===== src/hdl/mts_pkg.sv =====
// Package for the measurement trigger sequencer: register map, event codes, fields.
// Assumes a single 100 MHz clock domain and a plain strobe register port.
package mts_pkg;

	// ----------------------------------------
	// Register map (byte offsets)
	// ----------------------------------------
	localparam logic [7:0] MTS_REG_CTRL   = 8'h00;
	localparam logic [7:0] MTS_REG_COUNT  = 8'h04;
	localparam logic [7:0] MTS_REG_CMD    = 8'h08;
	localparam logic [7:0] MTS_REG_STATUS = 8'h0c;
	localparam logic [7:0] MTS_REG_IRQ    = 8'h10;
	localparam logic [7:0] MTS_REG_MASK   = 8'h14;
	localparam logic [7:0] MTS_REG_LEFT   = 8'h18;

	// ----------------------------------------
	// Field positions
	// ----------------------------------------
	localparam int MTS_ARM_LSB   = 0;
	localparam int MTS_TRIG_LSB  = 4;
	localparam int MTS_SAMP_LSB  = 8;
	localparam int MTS_SEL_W     = 3;
	localparam int MTS_STORE_BIT = 12;
	localparam int MTS_CMD_SGL   = 0;
	localparam int MTS_CMD_ARM   = 1;
	localparam int MTS_CMD_PRE   = 2;
	localparam int MTS_CMD_SON   = 3;
	localparam int MTS_CMD_SOFF  = 4;
	localparam int MTS_IRQ_W     = 4;
	localparam int MTS_IRQ_OVL   = 0;
	localparam int MTS_IRQ_ILL   = 1;
	localparam int MTS_IRQ_DONE  = 2;
	localparam int MTS_IRQ_RDG   = 3;

	// ----------------------------------------
	// Event sources for each stage
	// ----------------------------------------
	typedef enum logic [2:0] {
		MTS_EV_AUTO  = 3'b000,
		MTS_EV_EXT   = 3'b001,
		MTS_EV_SYN   = 3'b010,
		MTS_EV_SGL   = 3'b011,
		MTS_EV_LINE  = 3'b100,
		MTS_EV_LEVEL = 3'b101,
		MTS_EV_TIMER = 3'b110,
		MTS_EV_HOLD  = 3'b111
	} mts_event_e;

	// Default setup: arm free-running, trigger on host request, sample free-running
	localparam mts_event_e MTS_RST_ARM  = MTS_EV_AUTO;
	localparam mts_event_e MTS_RST_TRIG = MTS_EV_SYN;
	localparam mts_event_e MTS_RST_SAMP = MTS_EV_AUTO;
	localparam logic [15:0] MTS_RST_COUNT = 16'h0001;

	typedef enum logic [1:0] {
		MTS_ST_ARM  = 2'b00,
		MTS_ST_TRIG = 2'b01,
		MTS_ST_SAMP = 2'b10,
		MTS_ST_MEAS = 2'b11
	} mts_state_e;

	// Event inputs: pin edges after synchronisation, host request gated but not synchronised
	typedef struct packed {
		logic ext_fall;
		logic host_req;
		logic line_cross;
		logic level_hit;
		logic timer_tick;
	} mts_events_s;

	typedef struct packed {
		mts_event_e arm_sel;
		mts_event_e trig_sel;
		mts_event_e samp_sel;
	} mts_setup_s;

endpackage : mts_pkg


===== src/hdl/mts_edge_sync.sv =====
// Two-flop synchroniser with falling- and rising-edge detect for pin inputs.
// Assumes asynchronous pins; edge logic reads only the second flop onward.
`timescale 1ns/100ps
module mts_edge_sync #(
	parameter int WIDTH = 1
) (
	input  wire logic             clk_in,
	input  wire logic             rst_b_in,
	input  wire logic [WIDTH-1:0] pin_in,
	output logic      [WIDTH-1:0] level_out,
	output logic      [WIDTH-1:0] fall_out,
	output logic      [WIDTH-1:0] rise_out
);

	logic [WIDTH-1:0] meta;
	logic [WIDTH-1:0] sync;
	logic [WIDTH-1:0] last;

	initial begin
		if (WIDTH < 1) $error("WIDTH must be positive");
	end

	// Idle high so a trigger line held high at reset gives no edge
	always_ff @(posedge clk_in or negedge rst_b_in) begin
		if (!rst_b_in) begin
			meta <= '1;
			sync <= '1;
			last <= '1;
		end else begin
			meta <= pin_in;
			sync <= meta;
			last <= sync;
		end
	end

	assign level_out = sync;
	assign fall_out  = last & ~sync;
	assign rise_out  = ~last & sync;

endmodule : mts_edge_sync


===== src/hdl/mts_sequencer.sv =====
// Measurement trigger sequencer: arm, trigger and sample stages with trigger storing.
// Assumes a measuring core that ends each reading with a one-cycle done pulse,
// and a register master on the same clock.
`timescale 1ns/100ps
// Behaviour
// - Host request needs empty buffer, memory, request
// - External event is falling edge of trigger
// - Host request once per burst unless sample
// - Host trigger enables edge-by-edge sampling
// - No storing: overlapping trigger ignored, error
// - Storing: latch first overlap, no error
// - Stored trigger used after reading ends
// - Storing off at reset, separate on and off commands
// - Free arm and trigger: reading per sample
// - Edge trigger waits; host sample illegal
// - Level trigger; host or line sample illegal
// - Line trigger; host or level sample illegal
// - One-shot starts burst, then trigger holds if sample free
// - Host trigger and sample share first request
// - Host trigger starts burst for other samples
module mts_sequencer #(
	parameter int COUNT_W = 16
) (
	input  wire logic        clk_in,
	input  wire logic        rst_b_in,
	input  wire logic [7:0]  addr_in,
	input  wire logic [31:0] wdata_in,
	input  wire logic        wr_in,
	input  wire logic        rd_in,
	output logic      [31:0] rdata_out,
	input  wire logic        ext_trig_b_in,
	input  wire logic        line_cross_in,
	input  wire logic        level_hit_in,
	input  wire logic        timer_tick_in,
	input  wire logic        host_req_in,
	input  wire logic        out_buf_empty_in,
	input  wire logic        mem_off_or_empty_in,
	input  wire logic        reading_done_in,
	output logic             start_reading_out,
	output logic             busy_out,
	output logic             irq_out
);

	initial begin
		if (COUNT_W < 1 || COUNT_W > 16) $error("COUNT_W must be 1..16");
	end

	// ----------------------------------------
	// Input synchronisers
	// ----------------------------------------
	logic [3:0] pin_level;
	logic [3:0] pin_fall;
	logic [3:0] pin_rise;

	mts_edge_sync #(
		.WIDTH(4)
	) u_sync (
		.clk_in   (clk_in),
		.rst_b_in (rst_b_in),
		.pin_in   ({ext_trig_b_in, line_cross_in, level_hit_in, timer_tick_in}),
		.level_out(pin_level),
		.fall_out (pin_fall),
		.rise_out (pin_rise)
	);

	mts_pkg::mts_events_s ev;
	assign ev.ext_fall   = pin_fall[3];
	assign ev.line_cross = pin_rise[2];
	assign ev.level_hit  = pin_rise[1];
	assign ev.timer_tick = pin_rise[0];
	assign ev.host_req   = host_req_in & out_buf_empty_in & mem_off_or_empty_in;

	// ----------------------------------------
	// Registers
	// ----------------------------------------
	mts_pkg::mts_setup_s        setup;
	logic                       store_en;
	logic [COUNT_W-1:0]         count;
	logic [COUNT_W-1:0]         left;
	logic [mts_pkg::MTS_IRQ_W-1:0] irq_stat;
	logic [mts_pkg::MTS_IRQ_W-1:0] irq_mask;
	mts_pkg::mts_state_e        state;
	mts_pkg::mts_state_e        next_state;
	logic                       stored_trig;
	logic                       overlap_seen;
	logic                       sgl_pending;

	wire wr_ctrl  = wr_in && addr_in == mts_pkg::MTS_REG_CTRL;
	wire wr_count = wr_in && addr_in == mts_pkg::MTS_REG_COUNT;
	wire wr_cmd   = wr_in && addr_in == mts_pkg::MTS_REG_CMD;
	wire wr_irq   = wr_in && addr_in == mts_pkg::MTS_REG_IRQ;
	wire wr_mask  = wr_in && addr_in == mts_pkg::MTS_REG_MASK;
	wire cmd_sgl  = wr_cmd && wdata_in[mts_pkg::MTS_CMD_SGL];
	wire cmd_arm  = wr_cmd && wdata_in[mts_pkg::MTS_CMD_ARM];
	wire cmd_pre  = wr_cmd && wdata_in[mts_pkg::MTS_CMD_PRE];
	wire cmd_son  = wr_cmd && wdata_in[mts_pkg::MTS_CMD_SON];
	wire cmd_soff = wr_cmd && wdata_in[mts_pkg::MTS_CMD_SOFF];

	// ----------------------------------------
	// Event selection
	// ----------------------------------------
	function automatic logic ev_hit(input mts_pkg::mts_event_e sel, input mts_pkg::mts_events_s e,
	                                input logic ext_any, input logic one_shot_event);
		case (sel)
			mts_pkg::MTS_EV_AUTO:  ev_hit = 1'b1;
			mts_pkg::MTS_EV_EXT:   ev_hit = ext_any;
			mts_pkg::MTS_EV_SYN:   ev_hit = e.host_req;
			mts_pkg::MTS_EV_SGL:   ev_hit = one_shot_event;
			mts_pkg::MTS_EV_LINE:  ev_hit = e.line_cross;
			mts_pkg::MTS_EV_LEVEL: ev_hit = e.level_hit;
			mts_pkg::MTS_EV_TIMER: ev_hit = e.timer_tick;
			default:               ev_hit = 1'b0;
		endcase
	endfunction : ev_hit

	function automatic logic is_sel(input mts_pkg::mts_event_e sel, input mts_pkg::mts_event_e want);
		is_sel = sel == want;
	endfunction : is_sel

	// Illegal pairs refuse to start a burst; flagged from the written data, not the old setup
	function automatic logic bad_pair(input mts_pkg::mts_event_e t, input mts_pkg::mts_event_e s);
		bad_pair = (is_sel(t, mts_pkg::MTS_EV_EXT) && is_sel(s, mts_pkg::MTS_EV_SYN))
		        || (is_sel(t, mts_pkg::MTS_EV_LEVEL)
		            && (is_sel(s, mts_pkg::MTS_EV_SYN) || is_sel(s, mts_pkg::MTS_EV_LINE)))
		        || (is_sel(t, mts_pkg::MTS_EV_LINE)
		            && (is_sel(s, mts_pkg::MTS_EV_SYN) || is_sel(s, mts_pkg::MTS_EV_LEVEL)));
	endfunction : bad_pair

	wire samp_is_syn = is_sel(setup.samp_sel, mts_pkg::MTS_EV_SYN);
	wire illegal     = bad_pair(setup.trig_sel, setup.samp_sel);
	wire illegal_wr  = bad_pair(mts_pkg::mts_event_e'(wdata_in[mts_pkg::MTS_TRIG_LSB +: mts_pkg::MTS_SEL_W]),
	                            mts_pkg::mts_event_e'(wdata_in[mts_pkg::MTS_SAMP_LSB +: mts_pkg::MTS_SEL_W]));

	wire measuring = state == mts_pkg::MTS_ST_MEAS;
	// A stored trigger stands in for a fresh edge once the reading ends
	wire ext_any   = !measuring && (ev.ext_fall || stored_trig);
	wire arm_hit   = ev_hit(setup.arm_sel, ev, ext_any, sgl_pending);
	wire trig_hit  = ev_hit(setup.trig_sel, ev, ext_any, sgl_pending);
	// One host request serves both stages when trigger and sample are host requests
	wire samp_first = is_sel(setup.trig_sel, mts_pkg::MTS_EV_SYN) && samp_is_syn;
	wire samp_hit  = ev_hit(setup.samp_sel, ev, ext_any, sgl_pending);
	wire ext_used  = ext_any && !stored_trig_keep(state, setup);
	wire last_rdg  = left == COUNT_W'(1);
	wire continuous = is_sel(setup.arm_sel, mts_pkg::MTS_EV_AUTO)
	               && is_sel(setup.trig_sel, mts_pkg::MTS_EV_AUTO)
	               && is_sel(setup.samp_sel, mts_pkg::MTS_EV_AUTO);

	// Stored trigger stays only if the current stage does not use the external edge
	function automatic logic stored_trig_keep(input mts_pkg::mts_state_e st, input mts_pkg::mts_setup_s s);
		case (st)
			mts_pkg::MTS_ST_ARM:  stored_trig_keep = !is_sel(s.arm_sel, mts_pkg::MTS_EV_EXT);
			mts_pkg::MTS_ST_TRIG: stored_trig_keep = !is_sel(s.trig_sel, mts_pkg::MTS_EV_EXT);
			mts_pkg::MTS_ST_SAMP: stored_trig_keep = !is_sel(s.samp_sel, mts_pkg::MTS_EV_EXT);
			default:              stored_trig_keep = 1'b1;
		endcase
	endfunction : stored_trig_keep

	// ----------------------------------------
	// Sequencer
	// ----------------------------------------
	logic go_meas;
	always_comb begin
		next_state = state;
		go_meas    = 1'b0;
		case (state)
			mts_pkg::MTS_ST_ARM: begin
				if (arm_hit && !illegal && !is_sel(setup.trig_sel, mts_pkg::MTS_EV_HOLD))
					next_state = mts_pkg::MTS_ST_TRIG;
			end
			mts_pkg::MTS_ST_TRIG: begin
				if (is_sel(setup.trig_sel, mts_pkg::MTS_EV_HOLD) || illegal) begin
					next_state = mts_pkg::MTS_ST_ARM;
				end else if (trig_hit) begin
					if (samp_first || is_sel(setup.samp_sel, mts_pkg::MTS_EV_AUTO)) begin
						next_state = mts_pkg::MTS_ST_MEAS;
						go_meas    = 1'b1;
					end else begin
						next_state = mts_pkg::MTS_ST_SAMP;
					end
				end
			end
			mts_pkg::MTS_ST_SAMP: begin
				if (samp_hit) begin
					next_state = mts_pkg::MTS_ST_MEAS;
					go_meas    = 1'b1;
				end
			end
			mts_pkg::MTS_ST_MEAS: begin
				if (reading_done_in)
					next_state = (last_rdg && !continuous) ? mts_pkg::MTS_ST_ARM : mts_pkg::MTS_ST_SAMP;
			end
			default: next_state = mts_pkg::MTS_ST_ARM;
		endcase
	end

	always_ff @(posedge clk_in or negedge rst_b_in) begin
		if (!rst_b_in) begin
			state             <= mts_pkg::MTS_ST_ARM;
			start_reading_out <= 1'b0;
		end else begin
			state             <= cmd_pre ? mts_pkg::MTS_ST_ARM : next_state;
			start_reading_out <= go_meas && !cmd_pre;
		end
	end

	// Counter loads at burst start, counts completed readings
	always_ff @(posedge clk_in or negedge rst_b_in) begin
		if (!rst_b_in)
			left <= '0;
		else if (state == mts_pkg::MTS_ST_TRIG && next_state != mts_pkg::MTS_ST_TRIG)
			left <= count;
		else if (measuring && reading_done_in)
			left <= continuous && last_rdg ? count : left - COUNT_W'(1);
	end

	// ----------------------------------------
	// Trigger storing
	// ----------------------------------------
	wire ext_overlap = measuring && ev.ext_fall;
	always_ff @(posedge clk_in or negedge rst_b_in) begin
		if (!rst_b_in) begin
			stored_trig  <= 1'b0;
			overlap_seen <= 1'b0;
		end else begin
			if (ext_overlap && store_en)
				stored_trig <= 1'b1;
			else if (!measuring && ext_used)
				stored_trig <= 1'b0;
			overlap_seen <= ext_overlap && !store_en;
		end
	end

	// ----------------------------------------
	// Register writes
	// ----------------------------------------
	always_ff @(posedge clk_in or negedge rst_b_in) begin
		if (!rst_b_in) begin
			setup       <= '{mts_pkg::MTS_RST_ARM, mts_pkg::MTS_RST_TRIG, mts_pkg::MTS_RST_SAMP};
			store_en    <= 1'b0;
			count       <= COUNT_W'(mts_pkg::MTS_RST_COUNT);
			sgl_pending <= 1'b0;
		end else begin
			if (cmd_pre) begin
				setup       <= '{mts_pkg::MTS_RST_ARM, mts_pkg::MTS_RST_TRIG, mts_pkg::MTS_RST_SAMP};
				count       <= COUNT_W'(mts_pkg::MTS_RST_COUNT);
			end else if (wr_ctrl) begin
				setup.arm_sel  <= mts_pkg::mts_event_e'(wdata_in[mts_pkg::MTS_ARM_LSB +: mts_pkg::MTS_SEL_W]);
				setup.trig_sel <= mts_pkg::mts_event_e'(wdata_in[mts_pkg::MTS_TRIG_LSB +: mts_pkg::MTS_SEL_W]);
				setup.samp_sel <= mts_pkg::mts_event_e'(wdata_in[mts_pkg::MTS_SAMP_LSB +: mts_pkg::MTS_SEL_W]);
			end else if (go_meas && state == mts_pkg::MTS_ST_TRIG
			             && is_sel(setup.trig_sel, mts_pkg::MTS_EV_SGL)) begin
				setup.trig_sel <= mts_pkg::MTS_EV_HOLD;
			end else if (arm_hit && state == mts_pkg::MTS_ST_ARM
			             && is_sel(setup.arm_sel, mts_pkg::MTS_EV_SGL)) begin
				setup.arm_sel <= mts_pkg::MTS_EV_HOLD;
			end
			if (wr_count)
				count <= wdata_in[COUNT_W-1:0] == '0 ? COUNT_W'(1) : wdata_in[COUNT_W-1:0];
			if (cmd_son)
				store_en <= 1'b1;
			else if (cmd_soff)
				store_en <= 1'b0;
			if (cmd_sgl || cmd_arm)
				sgl_pending <= 1'b1;
			else if (state != mts_pkg::MTS_ST_MEAS && (arm_hit || trig_hit))
				sgl_pending <= 1'b0;
		end
	end

	// ----------------------------------------
	// Interrupts
	// ----------------------------------------
	logic [mts_pkg::MTS_IRQ_W-1:0] irq_set;
	assign irq_set[mts_pkg::MTS_IRQ_OVL]  = overlap_seen;
	assign irq_set[mts_pkg::MTS_IRQ_ILL]  = wr_ctrl && illegal_wr;
	assign irq_set[mts_pkg::MTS_IRQ_DONE] = measuring && reading_done_in && last_rdg;
	assign irq_set[mts_pkg::MTS_IRQ_RDG]  = measuring && reading_done_in;

	// Set wins over a same-cycle clear
	always_ff @(posedge clk_in or negedge rst_b_in) begin
		if (!rst_b_in) begin
			irq_stat <= '0;
			irq_mask <= '0;
		end else begin
			irq_stat <= (irq_stat & ~(wr_irq ? wdata_in[mts_pkg::MTS_IRQ_W-1:0] : '0)) | irq_set;
			if (wr_mask)
				irq_mask <= wdata_in[mts_pkg::MTS_IRQ_W-1:0];
		end
	end

	assign irq_out  = |(irq_stat & irq_mask);
	assign busy_out = measuring;

	// ----------------------------------------
	// Read port
	// ----------------------------------------
	logic [31:0] rd_mux;
	always_comb begin
		rd_mux = '0;
		case (addr_in)
			mts_pkg::MTS_REG_CTRL: begin
				rd_mux[mts_pkg::MTS_ARM_LSB +: mts_pkg::MTS_SEL_W]  = setup.arm_sel;
				rd_mux[mts_pkg::MTS_TRIG_LSB +: mts_pkg::MTS_SEL_W] = setup.trig_sel;
				rd_mux[mts_pkg::MTS_SAMP_LSB +: mts_pkg::MTS_SEL_W] = setup.samp_sel;
				rd_mux[mts_pkg::MTS_STORE_BIT]                      = store_en;
			end
			mts_pkg::MTS_REG_COUNT:  rd_mux[COUNT_W-1:0] = count;
			mts_pkg::MTS_REG_STATUS: rd_mux[3:0] = {stored_trig, pin_level[3], state};
			mts_pkg::MTS_REG_IRQ:    rd_mux[mts_pkg::MTS_IRQ_W-1:0] = irq_stat;
			mts_pkg::MTS_REG_MASK:   rd_mux[mts_pkg::MTS_IRQ_W-1:0] = irq_mask;
			mts_pkg::MTS_REG_LEFT:   rd_mux[COUNT_W-1:0] = left;
			default:                 rd_mux = '0;
		endcase
	end

	always_ff @(posedge clk_in or negedge rst_b_in) begin
		if (!rst_b_in)
			rdata_out <= '0;
		else
			rdata_out <= rd_en_mux(rd_in, rd_mux);
	end

	function automatic logic [31:0] rd_en_mux(input logic en, input logic [31:0] d);
		rd_en_mux = en ? d : 32'h0000_0000;
	endfunction : rd_en_mux

endmodule : mts_sequencer


===== config.mk =====
export PLATFORM = sky130hd
export DESIGN_NAME = mts_sequencer
export DESIGN_NICKNAME = d
export VERILOG_FILES = /design/src/hdl/mts_pkg.sv /design/src/hdl/mts_edge_sync.sv /design/src/hdl/mts_sequencer.sv
export SDC_FILE = /design/constraint.sdc
export NUM_CORES = 1
export LEC_CHECK = 0
export BUFFER_PORTS_ARGS = -buffer_cell sky130_fd_sc_hd__buf_4
export CAP_MARGIN = 0
export CORE_MARGIN = 2
export CORE_UTILIZATION = 30
export DETAILED_ROUTE_END_ITERATION = 12
export PLACE_DENSITY = 0.5
export REMOVE_ABC_BUFFERS = 1
export SLEW_MARGIN = 20
export SYNTH_ARGS = -nofsm -noshare
export SYNTH_HDL_FRONTEND = slang
export SYNTH_HIERARCHICAL = 1
export SYNTH_SLANG_ARGS = --single-unit

===== constraint.sdc =====
create_clock -name clk_in -period 6.7 [get_ports clk_in]
set_input_delay 1.34 -clock clk_in [delete_from_list [all_inputs] [get_ports clk_in]]
set_output_delay 1.34 -clock clk_in [all_outputs]
set_load 0.02 [all_outputs]

==> results.sh <==
export IMPL_ios=87
export IMPL_final_cell_mix="dfrtp_1, nor2_1, buf_4"
export IMPL_reg2reg_slack_ps=3410
export IMPL_crit_type="in2reg"
export IMPL_worstReg2RegStart="state[1]$_DFF_PN0_"
export IMPL_grt_ovfl_total=0
export IMPL_tritoncts="built"
export IMPL_maxCapViolations=0
export IMPL_wire_per_inst_um=18.4
export IMPL_clk_pin_slew_ps=60
export IMPL_clockBufferDepth=2
export IMPL_die_area_um2=17200
export IMPL_syn_cell_area_um2=4850
export IMPL_synthesis_instances=516
export IMPL_synth_avg_cell_area_um2=9.40
export IMPL_comb_power_share=0.356
export IMPL_required_ps=6990
export IMPL_area_growth_pct=14.9
export IMPL_first_global_vias=3908
export IMPL_relSlewSlack=0.356
export IMPL_p_clk_frac=0.254
export IMPL_power_mw=1.80
export IMPL_min_path_type="reg2reg"
export IMPL_worstPathArrival_ps=3770
export IMPL_dieHeight_um=131
export IMPL_vias_per_cell=5.38
export IMPL_setup_ws_ps=3220
export IMPL_grt_setup_unrepaired="no"
export IMPL_final_cells=772
export IMPL_cts_resized_gates=0
export IMPL_max_freq_mhz=288
export IMPL_grt_usage=0.165
export IMPL_finalSetupViolCount=0
export IMPL_htreeDepth=3
export IMPL_core_um2=15800
export IMPL_drc=0
export IMPL_post_place_ws_ps=2890
export IMPL_hold_viol=0
export IMPL_numCtsBuffers=9
export IMPL_fin_nets=611
export IMPL_gp_congestion=0.811
export IMPL_die_w_um=131
export IMPL_layout_commonest_cell="dfrtp_1"
export IMPL_p_per_area_nw_per_um2=324
export IMPL_outcome="completed"
export IMPL_p_int_mw=1.10
export IMPL_drtAntennaViolNets=0
export IMPL_drive_above_1_share=0.223
export IMPL_p_seq_frac=0.390
export IMPL_reg2reg_to="left[1]$_DFFE_PN0P_"
export IMPL_switching_share=0.390
export IMPL_hold_start="u_sync/meta[0]$_DFF_PN1_"
export IMPL_yosysWarnings=6
export IMPL_p_sw_uw=704
export IMPL_reg2regPathDepth=9
export IMPL_drt_initial_drc_count=429
export IMPL_fin_tns_setup_ps=0
export IMPL_hpwl_um=10200
export IMPL_cts_hold_buf=0
export IMPL_dr_total_vias=4154
export IMPL_grt_max_degree=85
export IMPL_diodes=0
export IMPL_first_pass_iters=6
export IMPL_p_leak_nw=2.32
export IMPL_startpoint_type="input port"
export IMPL_cp_max_fo=19
export IMPL_hold_end="u_sync/level_out[0]$_DFF_PN1_"
export IMPL_hold_depth=0
export IMPL_clock_skew_ps=8.18
export IMPL_grt_pass1_wl_um=22300
export IMPL_slew_viol_final=0
export IMPL_initial_utilization=0.307
export IMPL_end_kind="flip-flop"
export IMPL_finalCriticalPeriod_ps=3480
export IMPL_clkLatencyLatePin_ps=350
export IMPL_antenna_found_initial=0
export IMPL_rows=46
export IMPL_fillers=1653
export IMPL_finalCritPeriodShare=0.519
export IMPL_cts_root_buf="clkbuf_16"
export IMPL_tightest_slew_ps=963
export IMPL_io_buffers=54
export IMPL_cts_setup_buffers=0
export IMPL_dp_cells=756
export IMPL_cts_sinks=84
export IMPL_ir_worst_vdd_v=0.000146
export IMPL_drt_total_wl_um=14200
## worst max-delay path, stage by stage
cell and delay [ps]:
buf_4 110, or4_1 520, or3_1 430, nor3_4 700, nand2_2 290, nor2_1 210, a22o_1 160
## layer usage
layer / vias up / part of all wire / global-route usage
met2: 145 / 0.46 / 0.253
met5: - / 0 / 0
met3: 17 / 0.058 / 0.0293
met4: 0 / 0.018 / 0.0592
met1: 2037 / 0.47 / 0.233
li1: 1955 / - / -
## state kept, by name (all words and copies together), names as in the netlist
name	flops
count	16
irq_stat	4
store_en	1
irq_mask	4
rdata_out	16
state	2
start_reading_out	1
stored_trig	1
u_sync/meta	4
u_sync/level_out	4
sgl_pending	1
setup	9
overlap_seen	1
left	16
u_sync/last	4
## how the worst max path moves through the flow
| stage | cells past startpoint | slack (ps) | start | end |
|---|---|---|---|---|
| after floorplan | 6 | 3460 | addr_in[0] | irq_stat[1]$_DFF_PN0_ |
| after global placement | 7 | 2890 | addr_in[0] | irq_stat[1]$_DFF_PN0_ |
| after detailed placement | 7 | 2890 | addr_in[0] | irq_stat[1]$_DFF_PN0_ |
| after CTS | 7 | 3230 | addr_in[0] | irq_stat[1]$_DFF_PN0_ |
| after global routing | 7 | 3090 | addr_in[0] | irq_stat[1]$_DFF_PN0_ |
| final | 7 | 3220 | addr_in[0] | irq_stat[1]$_DFF_PN0_ |
## layout make-up
type,count,area (um2),area share
Sequential cell,84,2120,0.380
Clock inverter,6,41.3,0.00740
Tap cell,216,270,0.0485
Inverter,11,41.3,0.00740
Timing Repair Buffer,55,417,0.0747
Multi-Input combinational cell,390,2460,0.441
Clock buffer,10,229,0.0411
## per-stage QoR
step,hold WS [ps],cell area [um2],utilization
floorplan,345,4610,-
global placement,346,5300,0.335
detailed placement,347,5300,0.335
CTS,356,5570,0.352
global route,360,5580,0.352
finish,355,5580,0.352
## power groups by stage
stage                     sequential, mW  clock (mW)  combinational [mW]
after floorplan                    0.670           0               0.465
after global placement             0.709           0               0.630
after detailed placement           0.708           0               0.639
after CTS                          0.700       0.473               0.641
after global routing               0.715       0.495               0.699
final                              0.704       0.458               0.642
(Power assumes the default switching activity.)
